`src/design/clk_cond_map.vh`:
```
// register offsets, field positions, reset values and timing counts of the clock conditioning block
// included by the block's single design module and by its port checker
`ifndef CLK_COND_MAP_VH
`define CLK_COND_MAP_VH

// register offsets (byte addresses on the register port)
`define ADDR_DIV_TWO        8'h00
`define ADDR_DIV_THREE      8'h04
`define ADDR_LOCK_WINDOW    8'h08
`define ADDR_LOCK_STATUS    8'h0C
`define ADDR_SPREAD_FREQ    8'h10
`define ADDR_SPREAD_DEPTH   8'h14
`define ADDR_SPREAD_ENABLE  8'h18
`define ADDR_LOW_FREQ_MODE  8'h1C
`define ADDR_FEEDBACK_SEL   8'h20
`define ADDR_RESYNC_REQ     8'h24
`define ADDR_PLL_OUT_DIV    8'h28
`define ADDR_PLL_REF_DIV    8'h2C
`define ADDR_PLL_FB_DIV     8'h30
`define ADDR_RESYNC_ENABLE  8'h34

// field positions
`define LOCK_STATUS_BIT     4
`define SUPPLY_3V3_BIT      2
`define SUPPLY_1V2_BIT      1
`define LOW_FREQ_BIT        0

// reset values
`define RST_DIV_VALUE       8'h00
`define RST_FIELD           8'h00
`define RST_RESYNC_ENABLE   2'h3

// timing counts
`define LOCK_DELAY_BASE_EXP 5
`define PLL_SETTLE_CYCLES   16'h0040

`endif

```
`src/design/clock_divider_pll_config.v`:
```
// configuration and status registers of a clock conditioning circuit, with the two
// general-purpose output dividers and a behavioural lock tracker for the PLL.
// assumes: one clock mclk, inputs synchronous to it, pll_locked_raw from the analog PLL.
//
// Strobed register access and the placing of the registers are this design's own decisions.
`timescale 1ns/100ps
`include "clk_cond_map.vh"

// Overview of operation
// RL1: divider two divides by setting, zero and one divide by two
// RL2: divider three divides by setting, zero and one divide by two
// RL3: lock window code selects doubling ppm tolerance
// RL4: status bit four reads PLL lock
// RL5: lock delay equals two to (code+5)
// RL6: five-bit spread modulation frequency setting stored
// RL7: two-bit spread depth code selects percent
// RL8: spread enable ignored when external feedback, 32k
// RL9: 32 kHz mode bit selects low-frequency mode
// RL10: feedback select picks internal or external path
// RL11: software pulses resync request one then zero
// RL12: output divider codes 0-5 give 1..32
// RL13: reference divider divides by field plus one
// RL14: feedback divider uses five bits when spreading
// RL15: divider reset held while request high, if enabled
// RL16: reserved bits read zero, ignore writes
// RL17: software changes settings then requests resync
module clock_divider_pll_config (
	// clock and reset
	input  wire        mclk,
	input  wire        nrst,
	// register port
	input  wire [7:0]  addr,
	input  wire [7:0]  wdata,
	input  wire        wr,
	input  wire        rd,
	output reg  [7:0]  rdata,
	// pll status from the analog core
	input  wire        pll_locked_raw,
	// divided clocks
	output reg         clk_div_two,
	output reg         clk_div_three,
	// pll settings to the analog core, and the qualified lock status
	output reg  [2:0]  lock_window,
	output reg  [3:0]  lock_delay_count,
	output reg  [4:0]  spread_mod_frequency,
	output reg  [1:0]  spread_mod_depth,
	output reg         spread_active,
	output reg         low_freq_mode,
	output reg         internal_feedback_select,
	output reg  [5:0]  pll_output_ratio,
	output reg  [6:0]  pll_reference_ratio,
	output reg  [8:0]  pll_feedback_ratio,
	output reg  [16:0] lock_tolerance_ppm,
	output reg  [20:0] lock_delay_cycles,
	output reg  [1:0]  spread_depth_tenths,
	output reg         pll_locked
);

	localparam LK_IDLE   = 2'd0;
	localparam LK_SETTLE = 2'd1;
	localparam LK_LOCKED = 2'd2;

	reg  [7:0]  divider_two_value;
	reg  [7:0]  divider_three_value;
	reg         spread_enable;
	reg  [1:0]  supply_mode;
	reg         resync_request;
	reg  [1:0]  soft_resync_enable;
	reg  [2:0]  pll_output_div;
	reg  [5:0]  pll_reference_div;
	reg  [7:0]  pll_feedback_div;
	reg  [1:0]  lk_state;
	reg  [20:0] lk_count;
	reg  [7:0]  div_count [0:1];
	reg  [1:0]  div_phase;
	reg  [7:0]  next_rdata;
	wire [7:0]  div_value [0:1];
	wire        spread_ok;
	wire [20:0] delay_full;
	wire [4:0]  delay_exp;

	assign div_value[0] = divider_two_value;
	assign div_value[1] = divider_three_value;
	assign spread_ok    = spread_enable & ~(~internal_feedback_select & low_freq_mode); // RL8
	// five-bit sum so code fifteen reaches a shift of twenty
	assign delay_exp    = {1'b0, lock_delay_count} + 5'd`LOCK_DELAY_BASE_EXP;
	assign delay_full   = 21'h000001 << delay_exp; // RL5

	// register writes, one flop group per field; reserved bits are never stored
	always @(posedge mclk or negedge nrst) begin
		if (!nrst) begin
			divider_two_value <= `RST_DIV_VALUE;
		end else if (wr && addr == `ADDR_DIV_TWO) begin
			divider_two_value <= wdata;
		end
	end

	always @(posedge mclk or negedge nrst) begin
		if (!nrst) begin
			divider_three_value <= `RST_DIV_VALUE;
		end else if (wr && addr == `ADDR_DIV_THREE) begin
			divider_three_value <= wdata;
		end
	end

	always @(posedge mclk or negedge nrst) begin
		if (!nrst) begin
			lock_window <= 3'h0;
		end else if (wr && addr == `ADDR_LOCK_WINDOW) begin
			lock_window <= wdata[2:0]; // RL16
		end
	end

	always @(posedge mclk or negedge nrst) begin
		if (!nrst) begin
			lock_delay_count <= 4'h0;
		end else if (wr && addr == `ADDR_LOCK_STATUS) begin
			lock_delay_count <= wdata[3:0];
		end
	end

	always @(posedge mclk or negedge nrst) begin
		if (!nrst) begin
			spread_mod_frequency <= 5'h00;
		end else if (wr && addr == `ADDR_SPREAD_FREQ) begin
			spread_mod_frequency <= wdata[4:0]; // RL6
		end
	end

	always @(posedge mclk or negedge nrst) begin
		if (!nrst) begin
			spread_mod_depth <= 2'h0;
		end else if (wr && addr == `ADDR_SPREAD_DEPTH) begin
			spread_mod_depth <= wdata[1:0]; // RL7
		end
	end

	always @(posedge mclk or negedge nrst) begin
		if (!nrst) begin
			spread_enable <= 1'b0;
		end else if (wr && addr == `ADDR_SPREAD_ENABLE) begin
			spread_enable <= wdata[0];
		end
	end

	always @(posedge mclk or negedge nrst) begin
		if (!nrst) begin
			supply_mode <= 2'h0;
		end else if (wr && addr == `ADDR_LOW_FREQ_MODE) begin
			supply_mode <= wdata[`SUPPLY_3V3_BIT:`SUPPLY_1V2_BIT];
		end
	end

	always @(posedge mclk or negedge nrst) begin
		if (!nrst) begin
			low_freq_mode <= 1'b0;
		end else if (wr && addr == `ADDR_LOW_FREQ_MODE) begin
			low_freq_mode <= wdata[`LOW_FREQ_BIT]; // RL9
		end
	end

	always @(posedge mclk or negedge nrst) begin
		if (!nrst) begin
			internal_feedback_select <= 1'b0;
		end else if (wr && addr == `ADDR_FEEDBACK_SEL) begin
			internal_feedback_select <= wdata[0]; // RL10
		end
	end

	always @(posedge mclk or negedge nrst) begin
		if (!nrst) begin
			resync_request <= 1'b0;
		end else if (wr && addr == `ADDR_RESYNC_REQ) begin
			resync_request <= wdata[0]; // RL11
		end
	end

	always @(posedge mclk or negedge nrst) begin
		if (!nrst) begin
			pll_output_div <= 3'h0;
		end else if (wr && addr == `ADDR_PLL_OUT_DIV) begin
			pll_output_div <= wdata[2:0];
		end
	end

	always @(posedge mclk or negedge nrst) begin
		if (!nrst) begin
			pll_reference_div <= 6'h00;
		end else if (wr && addr == `ADDR_PLL_REF_DIV) begin
			pll_reference_div <= wdata[5:0];
		end
	end

	always @(posedge mclk or negedge nrst) begin
		if (!nrst) begin
			pll_feedback_div <= 8'h00;
		end else if (wr && addr == `ADDR_PLL_FB_DIV) begin
			pll_feedback_div <= wdata;
		end
	end

	always @(posedge mclk or negedge nrst) begin
		if (!nrst) begin
			soft_resync_enable <= `RST_RESYNC_ENABLE;
		end else if (wr && addr == `ADDR_RESYNC_ENABLE) begin
			soft_resync_enable <= wdata[1:0];
		end
	end

	// read mux; unmapped addresses and reserved bits read zero
	always @* begin
		next_rdata = 8'h00;
		case (addr)
		`ADDR_DIV_TWO:       next_rdata = divider_two_value;
		`ADDR_DIV_THREE:     next_rdata = divider_three_value;
		`ADDR_LOCK_WINDOW:   next_rdata = {5'h00, lock_window};
		`ADDR_LOCK_STATUS:   next_rdata = {3'h0, pll_locked, lock_delay_count}; // RL4
		`ADDR_SPREAD_FREQ:   next_rdata = {3'h0, spread_mod_frequency};
		`ADDR_SPREAD_DEPTH:  next_rdata = {6'h00, spread_mod_depth};
		`ADDR_SPREAD_ENABLE: next_rdata = {7'h00, spread_enable};
		`ADDR_LOW_FREQ_MODE: next_rdata = {5'h00, supply_mode, low_freq_mode};
		`ADDR_FEEDBACK_SEL:  next_rdata = {7'h00, internal_feedback_select};
		`ADDR_RESYNC_REQ:    next_rdata = {7'h00, resync_request};
		`ADDR_PLL_OUT_DIV:   next_rdata = {5'h00, pll_output_div};
		`ADDR_PLL_REF_DIV:   next_rdata = {2'h0, pll_reference_div};
		`ADDR_PLL_FB_DIV:    next_rdata = pll_feedback_div;
		`ADDR_RESYNC_ENABLE: next_rdata = {6'h00, soft_resync_enable};
		default:             next_rdata = 8'h00; // RL16
		endcase
	end

	always @(posedge mclk or negedge nrst) begin
		if (!nrst) begin
			rdata <= 8'h00;
		end else begin
			rdata <= rd ? next_rdata : 8'h00;
		end
	end

	// decoded pll settings
	always @(posedge mclk or negedge nrst) begin
		if (!nrst) begin
			lock_tolerance_ppm <= 17'h001F4;
		end else begin
			lock_tolerance_ppm <= 17'h001F4 << lock_window; // RL3
		end
	end

	always @(posedge mclk or negedge nrst) begin
		if (!nrst) begin
			lock_delay_cycles <= 21'h000020;
		end else begin
			lock_delay_cycles <= delay_full; // RL5
		end
	end

	always @(posedge mclk or negedge nrst) begin
		if (!nrst) begin
			spread_depth_tenths <= 2'h0;
		end else begin
			spread_depth_tenths <= spread_ok ? spread_mod_depth : 2'h0; // RL7
		end
	end

	always @(posedge mclk or negedge nrst) begin
		if (!nrst) begin
			spread_active <= 1'b0;
		end else begin
			spread_active <= spread_ok; // RL8
		end
	end

	// invalid codes 110/111 clamp to the largest ratio
	always @(posedge mclk or negedge nrst) begin
		if (!nrst) begin
			pll_output_ratio <= 6'h01;
		end else begin
			pll_output_ratio <= (pll_output_div > 3'h5) ? 6'h20
			                    : (6'h01 << pll_output_div); // RL12
		end
	end

	always @(posedge mclk or negedge nrst) begin
		if (!nrst) begin
			pll_reference_ratio <= 7'h01;
		end else begin
			pll_reference_ratio <= {1'b0, pll_reference_div} + 7'h01; // RL13
		end
	end

	always @(posedge mclk or negedge nrst) begin
		if (!nrst) begin
			pll_feedback_ratio <= 9'h001;
		end else begin
			pll_feedback_ratio <= spread_ok ? {4'h0, pll_feedback_div[4:0]} + 9'h001
			                      : {1'b0, pll_feedback_div} + 9'h001; // RL14
		end
	end

	// lock indication qualified by the lock delay count
	always @(posedge mclk or negedge nrst) begin
		if (!nrst) begin
			lk_state   <= LK_IDLE;
			lk_count   <= 21'h000000;
			pll_locked <= 1'b0;
		end else begin
			case (lk_state)
			LK_IDLE: begin
				pll_locked <= 1'b0;
				lk_count   <= 21'h000000;
				if (pll_locked_raw)
					lk_state <= LK_SETTLE;
			end
			LK_SETTLE: begin
				if (!pll_locked_raw) begin
					lk_state <= LK_IDLE;
				end else if (lk_count >= delay_full - 21'h000001) begin
					lk_state   <= LK_LOCKED;
					pll_locked <= 1'b1; // RL4
				end else begin
					lk_count <= lk_count + 21'h000001; // RL5
				end
			end
			LK_LOCKED: begin
				if (!pll_locked_raw) begin
					lk_state   <= LK_IDLE;
					pll_locked <= 1'b0;
				end
			end
			default: lk_state <= LK_IDLE;
			endcase
		end
	end

	// output dividers two and three share one structure
	genvar g;
	generate
		for (g = 0; g < 2; g = g + 1) begin : gen_div
			reg sync_rst;
			// registered so the reset is set and released on a clock edge
			always @(posedge mclk or negedge nrst) begin
				if (!nrst) begin
					sync_rst <= 1'b0;
				end else begin
					sync_rst <= soft_resync_enable[g] & resync_request; // RL15
				end
			end
			always @(posedge mclk or negedge nrst) begin
				if (!nrst) begin
					div_count[g] <= 8'h00;
					div_phase[g] <= 1'b0;
				end else if (sync_rst) begin // RL11
					div_count[g] <= 8'h00;
					div_phase[g] <= 1'b0;
				end else if (div_value[g] <= 8'h01) begin
					div_count[g] <= 8'h00;
					div_phase[g] <= ~div_phase[g];
				end else if (div_count[g] >= div_value[g] - 8'h01) begin
					div_count[g] <= 8'h00;
					div_phase[g] <= 1'b0;
				end else begin
					div_count[g] <= div_count[g] + 8'h01;
					div_phase[g] <= (div_count[g] + 8'h01) >= (div_value[g] >> 1);
				end
			end
		end
	endgenerate

	// divided clocks leave through flip-flops; 0 and 1 toggle every mclk cycle, half the mclk rate
	always @(posedge mclk or negedge nrst) begin
		if (!nrst) begin
			clk_div_two <= 1'b0;
		end else begin
			clk_div_two <= div_phase[0]; // RL1
		end
	end

	always @(posedge mclk or negedge nrst) begin
		if (!nrst) begin
			clk_div_three <= 1'b0;
		end else begin
			clk_div_three <= div_phase[1]; // RL2
		end
	end

endmodule // clock_divider_pll_config

```
`config.mk`:
```
export PLATFORM = sky130hd
export DESIGN_NAME = clock_divider_pll_config
export DESIGN_NICKNAME = d
export VERILOG_FILES = /design/src/design/clock_divider_pll_config.v
export VERILOG_INCLUDE_DIRS = /design/src /design/src/design
export SDC_FILE = /design/constraint.sdc
export NUM_CORES = 1
export LEC_CHECK = 0
export ABC_AREA = 1
export BUFFER_PORTS_ARGS = -buffer_cell sky130_fd_sc_hd__buf_2
export CAP_MARGIN = 20
export CORE_MARGIN = 2
export CORE_UTILIZATION = 63
export DETAILED_ROUTE_END_ITERATION = 6
export GPL_ROUTABILITY_DRIVEN = 0
export GPL_TIMING_DRIVEN = 0
export PLACE_DENSITY = 0.86
export SYNTH_ARGS = -nofsm -noshare
export SYNTH_HDL_FRONTEND = slang
export SYNTH_SLANG_ARGS = --single-unit
```
`constraint.sdc`:
```
create_clock -name mclk -period 4.8 [get_ports mclk]
set_input_delay 0.72 -clock mclk [delete_from_list [all_inputs] [get_ports mclk]]
set_output_delay 0.72 -clock mclk [all_outputs]
set_load 0.05 [all_outputs]
```
==> results of run 1 <==
-- registers in the layout (all words and copies together), names as in the netlist, 3 cells and up --
register,cells
div_count,16
divider_three_value,8
divider_two_value,8
lk_count,21
lock_delay_count,4
lock_delay_cycles,21
lock_tolerance_ppm,14
lock_window,3
pll_feedback_div,8
pll_feedback_ratio,9
pll_output_div,3
pll_output_ratio,6
pll_reference_div,6
pll_reference_ratio,7
rdata,8
spread_mod_frequency,5
-- synth_stat cells, types with 5 or more instances --
library cell and count:
nor2_2 7, nand4_1 19, nand2_2 7, xor2_1 36
nor3_1 24, o21ai_0 47, nand2_1 254, nor2_1 142
dfrtp_1 157, inv_1 126, o22ai_1 7, buf_2 5
a21oi_1 28, ha_1 61, nand3_1 47, o21ai_2 12
o21ai_1 28, xnor2_1 14, clkbuf_1 9, inv_2 13
dfstp_2 12
-- layer usage --
metal  vias up  GRT usage  wire length, µm
met4         0      0.133              777
met2       373      0.499            10600
met5         -          0                0
met1      3741      0.410             9380
li1       3760          -                -
met3        74     0.0687             1680
-- worst max-delay path, cell delays in order (launching register included) --
cell and delay (ps):
dfrtp_1 480, clkbuf_1 380, o311ai_0 240, xor2_1 190, ha_1 310, nand2_1 60
nor2_1 270, nand3_1 130, nor2_1 130, nand2_1 150, nand4_4 180, buf_2 240
o21ai_0 140
-- stage by stage --
step           hold slack [ps]  setup slack [ps]  cells  power, mW
3_5_place_dp               373              1830   1388       2.36
6_report                   188              1760   1420       3.72
2_1_floorplan              355              2090   1100       2.15
4_1_cts                    214              1840   1420       3.71
3_3_place_gp               369               496   1387       2.34
5_1_grt                    224              1560   1420       3.87
-- cell usage in the layout, fill, tap and decap left out, types with 14 or more instances in the layout --
cell / instances
nor3_1: 24
dfrtp_1: 157
nand2_1: 254
nand3_1: 47
nor2_1: 142
xor2_1: 36
o21ai_1: 28
o21ai_0: 47
inv_1: 126
buf_2: 111
nand4_1: 19
ha_1: 61
a21oi_1: 28
clkbuf_16: 17
xnor2_1: 14
-- final cells by class --
| cell class | instances | area [µm²] | share of cell area |
|---|---|---|---|
| Timing Repair Buffer | 108 | 573 | 0.0547 |
| Multi-Input combinational cell | 771 | 4210 | 0.402 |
| Tap cell | 180 | 225 | 0.0215 |
| Clock buffer | 20 | 457 | 0.0436 |
| Buffer | 20 | 115 | 0.0110 |
| Sequential cell | 169 | 4240 | 0.405 |
| Inverter | 140 | 526 | 0.0502 |
| Clock inverter | 12 | 128 | 0.0122 |
-- worst max-delay path by stage --
stage | from | endpoint | slack [ps] | cells after the start
after CTS | lock_delay_count[3] | lk_state[0] | 1840 | 12
after global routing | lock_delay_count[3] | lk_count[11] | 1560 | 13
after global placement | nrst | div_count[14] | 500 | 1
final | lock_delay_count[3] | lk_state[0] | 1760 | 12
after floorplan | lock_delay_count[3] | lk_count[18] | 2090 | 14
after detailed placement | lock_delay_count[3] | lk_state[0] | 1830 | 12
-- cells by family after synthesis --
group           Yosys count
xor+xnor                 50
fa+ha+maj                61
compound gates          136
simple gates            512
buf+inv                 160
other cells               2
flops                   169
-- power by group through the flow --
stage	registers, mW	logic, mW	clock network (mW)
final	1.59	0.767	1.37
after global routing	1.60	0.842	1.43
after CTS	1.58	0.764	1.37
after detailed placement	1.61	0.756	0
after global placement	1.61	0.733	0
after floorplan	1.73	0.413	0
==> results.yml, run 1 <==
layout:
  layout.nets: 1309
  syn_to_final_growth_pct: 15.7
  antenna_cells: 0
  fin_util: 0.752
  final_area_mm2: 0.0105
  drive_gt1_frac: 0.170
  fillers: 996
floorplan:
  ios: 111
  die-area_mm2: 0.0153
  start_util: 0.650
  die_h_um: 124
  design.core.area_mm2: 0.0139
  die_width_um: 124
  rows: 43
power_and_ir_drop:
  switching_share: 0.330
  leakage_nw: 5.48
  p_int_mw: 2.49
  combPwrFrac: 0.206
  p_per_area_mw_per_mm2: 355
  switchingPower_mw: 1.23
  ir_worst_vdd_v: 0.000327
  power_frac_seq: 0.426
  clkPwrFrac: 0.367
detailed_routing:
  vias: 7948
  wl_per_cell_um: 15.8
  firstDrtPassIters: 7
  viasPerCell: 5.60
  drc: 4
  ant_nets: 0
  routed_wl_um: 22500
  first_iter_violations: 866
sta:
  drv_slew: 0
  hold_violations: 0
  max_slew_margin: 0.610
  timing.fmax_mhz: 328
  grt_setup_unrepaired: "false"
  setup_viol_count_final: 0
  post-route-min-period_ps: 3040
  tightest_slew_ps: 585
  tns_ps: 0
  min_period_over_period: 0.634
  fin_skew_ps: 13.3
worst_setup_path:
  required_ps: 5090
  crit_fanout: 10
  reg2reg_to: "lk_state[0]"
  timing.rr.start: "lock_delay_count[3]"
  regToRegSetupSlack_ps: 1760
  crit_path_end_kind: "register"
  path_class: "register to register"
  reg2regPathDepth: 12
  arrival_ps: 3340
  critPathLaunchType: "register"
synth:
  synthCells: 1090
  synth_top_area_share: 0.434
  ys_top_cells_by_area: "dfrtp_1 (43%), nand2_1 (11%), ha_1 (8.4%)"
  yosysSeqAreaShare: 0.469
  synth_xor_area_frac: 0.0484
  synth_top_family_by_area: "simple AND/OR/NAND/NOR gates"
  synthSimpleGateAreaFrac: 0.241
  ys_ff_latch: 169
  synth_top_area_cell: "dfrtp_1"
  yosys_warnings: 0
  synth.distinct_cells: 41
  synth_mux_area_frac: 0
  netlist_area_mm2: 0.00905
  synth_compound_area_frac: 0.0858
  yosys.area_share.adder: 0.0843
  synth_edf_count: 0
  syn_area_per_cell_um2: 8.31
  dominantRegCellSynth: "dfrtp_1"
  async_flop_share: 1.00
cts:
  numCtsBuffers: 17
  clock_latency_ps: 440
  cts_setup_buffers: 0
  htree_levels: 4
  cts_hold_buf: 0
  ctsResizeCount: 0
  cts.sinks: 169
  ctsRootBufferMaster: "clkbuf_16"
  clk_pin_slew_ps: 70
  cts_tree: "yes"
  cts_max_path_buffers: 2
global_route:
  antenna_found_initial: 0
  grt_pass1_wl_um: 36400
  overflow: 0
  grt_max_degree: 112
  grt_pass1_vias: 7548
  grtUsageTotal: 0.311
job:
  cap_violations: 0
placed_design:
  hpwl_um: 16100
  dpl_cell_area_mm2: 0.00989
  port_buffers: 107
run_status:
  status: "finished with violations"
  violations: "DRC"
worst_hold_path:
  hold_class: "input pin to async pin"
Note: power is estimated with default switching activity, not from simulation.
==> inputs of run 2 (changes only) <==
--- a/config.mk
+++ b/config.mk
@@ -10,11 +10,11 @@
 export BUFFER_PORTS_ARGS = -buffer_cell sky130_fd_sc_hd__buf_2
 export CAP_MARGIN = 20
 export CORE_MARGIN = 2
-export CORE_UTILIZATION = 63
+export CORE_UTILIZATION = 59
 export DETAILED_ROUTE_END_ITERATION = 6
 export GPL_ROUTABILITY_DRIVEN = 0
 export GPL_TIMING_DRIVEN = 0
-export PLACE_DENSITY = 0.86
+export PLACE_DENSITY = 0.81
 export SYNTH_ARGS = -nofsm -noshare
 export SYNTH_HDL_FRONTEND = slang
 export SYNTH_SLANG_ARGS = --single-unit
==> constraint.sdc (replaced) <==
create_clock -name mclk -period 2.83 [get_ports mclk]
set_input_delay 0.4245 -clock mclk [delete_from_list [all_inputs] [get_ports mclk]]
set_output_delay 0.4245 -clock mclk [all_outputs]
set_load 0.05 [all_outputs]
==> run 2 against run 1 <==
The run now ends clean. Sequential share of layout area decreased by 0.66 points. Cell count up 1.1%. Count of clock-buffer cells in the layout decreased by 3. Register-to-register slack got worse by 1600 ps. Sequential cell count unchanged.
==> results.yml, run 2 (synthesized netlist as in run 1, its figures left out) <==
worst_setup_path:
  regToRegSetupSlack_ps: 170
  path_class: "register to register"
  crit_fanout: 10
  timing.rr.start: "lock_delay_count[2]"
  cpMaxStageDelayCell: "dfrtp_1"
  crit_chain: "buf_4, nand2_1, nor2_1, inv_1, ha_1, nand2_1, nor2_2, nand3_1, nor2_4, nor2_4, nand4_4, nand2_8, buf_8, nand2_1, nand2_1"
  cp_slowest_stage_delay_ps: 380
  required_ps: 3150
  reg2reg_to: "lk_count[17]"
  critPathLaunchType: "register"
  crit_path_end_kind: "register"
  reg2regPathDepth: 15
  arrival_ps: 2980
  critical_path.most_common_cell: "nand2_1"
placed_design:
  port_buffers: 107
  hpwl_um: 16500
  dp_slack_ps: 39.6
cts:
  numCtsBuffers: 17
  cts.sinks: 169
  ctsRootBufferMaster: "clkbuf_16"
  cts_tree: "yes"
  cts_max_path_buffers: 2
  htree_levels: 4
  clk_pin_slew_ps: 80
  clock_latency_ps: 440
floorplan:
  die_h_um: 128
  start_util: 0.600
  die-area_mm2: 0.0164
  ios: 111
  die_width_um: 128
  rows: 45
  design.core.area_mm2: 0.0151
layout:
  antenna_cells: 0
  layout_common_cells: "nand2_1 (250), dfrtp_1 (154), nor2_1 (136)"
  drive_gt1_frac: 0.188
  syn_to_final_growth_pct: 17.7
  layout.nets: 1316
  layout_commonest_cell: "nand2_1"
  reg.largest.list: "lk_count x21, lock_delay_cycles x21, div_count x16"
sta:
  tns_ps: 0
  drv_slew: 0
  hold_violations: 0
  tightest_slew_ps: 638
  post-route-min-period_ps: 2660
  timing.fmax_mhz: 376
  worst_hold_slack_ps: 198
  setup_viol_count_final: 0
  fin_skew_ps: 9.22
  min_period_over_period: 0.939
  max_slew_margin: 0.575
  worst_slack_ps: 173
detailed_routing:
  vias: 7832
  first_iter_violations: 637
  ant_nets: 0
  viasPerCell: 5.46
  wl_per_cell_um: 16.0
  drc: 0
  firstDrtPassIters: 5
  routed_wl_um: 22900
global_route:
  antenna_found_initial: 0
  grt_pass1_vias: 7501
  grt_max_degree: 89
  grt_pass1_wl_um: 37500
  grtUsageTotal: 0.295
  overflow: 0
worst_hold_path:
  hold_class: "input pin to register"
  hold-path-cell-count: 3
  holdCritStartpoint: "wdata[2]"
  holdPathEnd: "pll_output_div[2]"
power_and_ir_drop:
  leakage_nw: 5.54
  p_per_area_mw_per_mm2: 608
  ir_worst_vdd_v: 0.000544
job:
  cap_violations: 0
run_status:
  status: "completed"
-- run 2: repair_timing --
item | in CTS | in global routing
buffers inserted | 0 | 5
resized for setup | 0 | 29
hold buffers | 1 | 0
setup endpoints to repair | 0 | 26
hold endpoints to repair | 40 | 0
-- run 2: final cells by class --
| type | count | area [µm²] |
|---|---|---|
| Fill cell | 1192 | 4430 |
| Multi-Input combinational cell | 771 | 4250 |
| Sequential cell | 169 | 4250 |
| Timing Repair Buffer | 115 | 646 |
| Inverter | 140 | 526 |
| Clock buffer | 17 | 425 |
| Tap cell | 188 | 235 |
| Clock inverter | 15 | 191 |
| Buffer | 20 | 133 |
-- run 2: metrics by stage --
step | util | cells | power [mW] | cell area, µm²
floorplan | - | 1100 | 3.64 | 9090
finish | 0.706 | 1435 | 6.48 | 10700
global placement | 0.654 | 1395 | 3.97 | 9860
detailed placement | 0.656 | 1396 | 4.02 | 9900
global route | 0.706 | 1435 | 6.78 | 10700
CTS | 0.698 | 1429 | 6.41 | 10500
-- run 2: worst max-delay path by stage --
stage | start | endpoint | depth (start not counted)
after floorplan | lock_delay_count[3] | lk_count[18] | 14
after global placement | nrst | div_count[12] | 1
after detailed placement | lock_delay_count[3] | lk_count[19] | 14
after CTS | lock_delay_count[1] | lk_count[15] | 19
after global routing | lock_delay_count[0] | lk_count[7] | 20
final | lock_delay_count[2] | lk_count[17] | 15
-- run 2: layer usage --
layer / GRT usage / up-vias / routed length (µm)
met3: 0.0630 / 44 / 1490
met2: 0.479 / 325 / 11200
li1: - / 3774 / -
met4: 0.109 / 0 / 565
met1: 0.391 / 3689 / 9680
met5: 0 / - / 0
-- run 2: where the power goes --
part / total (mW) / switching [mW] / internal, mW
registers: 2.69 / 0.124 / 2.57
clock network: 2.40 / 1.18 / 1.22
logic: 1.40 / 0.964 / 0.432
total: 6.48 / 2.26 / 4.22
-- run 2: worst max-delay path: cells and delay by family (launching register included) --
family / cells / cell delay (ps)
fa+ha+maj: 1 / 290
buf+inv: 3 / 440
simple gates: 11 / 1450
flops: 1 / 380
==> inputs of run 3 (changes only) <==
--- a/config.mk
+++ b/config.mk
@@ -15,6 +15,7 @@
 export GPL_ROUTABILITY_DRIVEN = 0
 export GPL_TIMING_DRIVEN = 0
 export PLACE_DENSITY = 0.81
+export REMOVE_ABC_BUFFERS = 1
 export SYNTH_ARGS = -nofsm -noshare
 export SYNTH_HDL_FRONTEND = slang
 export SYNTH_SLANG_ARGS = --single-unit
==> run 3 against run 2 <==
Sequential power barely moved. Highest routed layer unchanged. Critical endpoint is now lk_count[19]. Via count decreased by 1.8%. Count of clock-buffer cells in the layout increased by 1. Clock skew up 1.0 ps.
==> results.yml, run 3 (synthesized netlist as in run 1, its figures left out) <==
power_and_ir_drop:
  p_per_area_mw_per_mm2: 601
  leakage_nw: 5.51
  p_total_mw: 6.35
  ir_worst_vdd_v: 0.000468
floorplan:
  die-area_mm2: 0.0164
  start_util: 0.600
  ios: 111
  design.core.area_mm2: 0.0151
  die_width_um: 128
  rows: 45
  die_h_um: 128
worst_setup_path:
  crit_fanout: 12
  critPathLaunchType: "register"
  cp_slowest_stage_delay_ps: 460
  crit_path_end_kind: "register"
  crit_chain: "nor2_1, inv_1, a21oi_2, nor2_1, xnor2_1, ha_1, nand2_1, nor2_1, nand3_1, nor2_1, nand2_1, nand4_4, nand2_4, nand2_1, nand2_1"
  cpMaxStageDelayCell: "dfrtp_2"
  arrival_ps: 3000
  required_ps: 3160
  critPathBufInv: 1
  path_class: "register to register"
  cp_top_family: "simple AND/OR/NAND/NOR gates"
detailed_routing:
  wl_per_cell_um: 15.3
  firstDrtPassIters: 7
  drc: 0
  vias: 7690
  viasPerCell: 5.39
  ant_nets: 0
  routed_wl_um: 21900
  first_iter_violations: 706
sta:
  drv_slew: 0
  hold_violations: 0
  setup_viol_count_final: 0
  worst_slack_ps: 159
  grt_setup_unrepaired: "true"
  timing.fmax_mhz: 374
  max_slew_margin: 0.536
  post-route-min-period_ps: 2670
  tightest_slew_ps: 694
  fin_skew_ps: 10.3
  tns_ps: 0
  min_period_over_period: 0.944
cts:
  cts_max_path_buffers: 2
  ctsRootBufferMaster: "clkbuf_16"
  numCtsBuffers: 17
  clock_latency_ps: 440
  htree_levels: 4
  clk_pin_slew_ps: 70
  cts.sinks: 169
  cts_tree: "yes"
global_route:
  grt_pass1_wl_um: 35400
  antenna_found_initial: 0
  grt_max_degree: 122
  grt_pass1_vias: 7207
  grtUsageTotal: 0.277
  overflow: 0
layout:
  syn_to_final_growth_pct: 16.7
  reg.largest.list: "lk_count x21, lock_delay_cycles x21, div_count x16"
  drive_gt1_frac: 0.186
  fin_util: 0.700
  layout_commonest_cell: "nand2_1"
  layout_common_cells: "nand2_1 (253), dfrtp_1 (153), nor2_1 (137)"
  antenna_cells: 0
  layout.nets: 1308
placed_design:
  port_buffers: 107
  hpwl_um: 15700
  dp_slack_ps: -306
job:
  cap_violations: 0
worst_hold_path:
  hold_class: "input pin to register"
run_status:
  status: "completed"
run 3: cell count changes in the layout (fill, tap and decap cells not counted), sizes merged:
| cell | change |
|---|---|
| buf | +1 |
| nand2 | +1 |
| clkinvlp | +1 |
| bufinv | +1 |
| inv | -1 |
| clkinv | -2 |
| clkbuf | -9 |
run 3: area by class of cell:
class,count,area [µm²]
inverters,140,526
well taps,188,235
multi-input cells,772,4250
clock inverters,14,153
flip-flops and latches,169,4250
repair buffers,126,727
fillers,1198,4530
clock buffers,18,429
run 3: timing repair:
action                                  4_1_cts  5_1_grt
cloned                                        1        0
endpoints found under the hold margin        41        0
buffers inserted                              3       14
gates resized for setup                       3       13
pin swaps                                     2        3
endpoints found under the setup margin       21       24
hold buffers                                  1        0
run 3: through the flow:
stage          hold WS, ps  instance area (µm²)  cells
2_1_floorplan          129                 8980   1080
3_3_place_gp           368                 9750   1375
3_5_place_dp           344                 9780   1376
4_1_cts                211                10400   1413
5_1_grt                224                10600   1427
6_report               218                10600   1427
run 3: routing by layer:
metal / GRT usage / routed length [µm]
met1: 0.370 / 9680
met2: 0.445 / 10500
met3: 0.0630 / 1200
met4: 0.106 / 529
met5: 0 / 0
run 3: tightest hold or removal path, delay by kind of cell:
kind	cells	cell delay, ps
compound gates	1	50
simple gates	1	50
buf+inv	1	100
run 3: power breakdown:
group | internal [mW] | total, mW | switching [mW]
Clock | 1.25 | 2.31 | 1.06
Combinational | 0.404 | 1.35 | 0.945
Sequential | 2.57 | 2.69 | 0.126
Total | 4.22 | 6.35 | 2.13
run 3: path summary, 6_finish.rpt:
path | startpoint | end | slack, ps | cells past startpoint
worst max register to register | lock_delay_count[1] | lk_count[19] | 160 | 15
max in group asynchronous | nrst | lock_delay_count[0] | 1430 | 3
worst min register to register | div_phase[0] | clk_div_two | 390 | 0
worst max-delay path | lock_delay_count[1] | lk_count[19] | 160 | 15
worst min-delay path | wdata[0] | pll_output_div[0] | 220 | 3
min in group asynchronous | nrst | lk_count[8] | 460 | 2
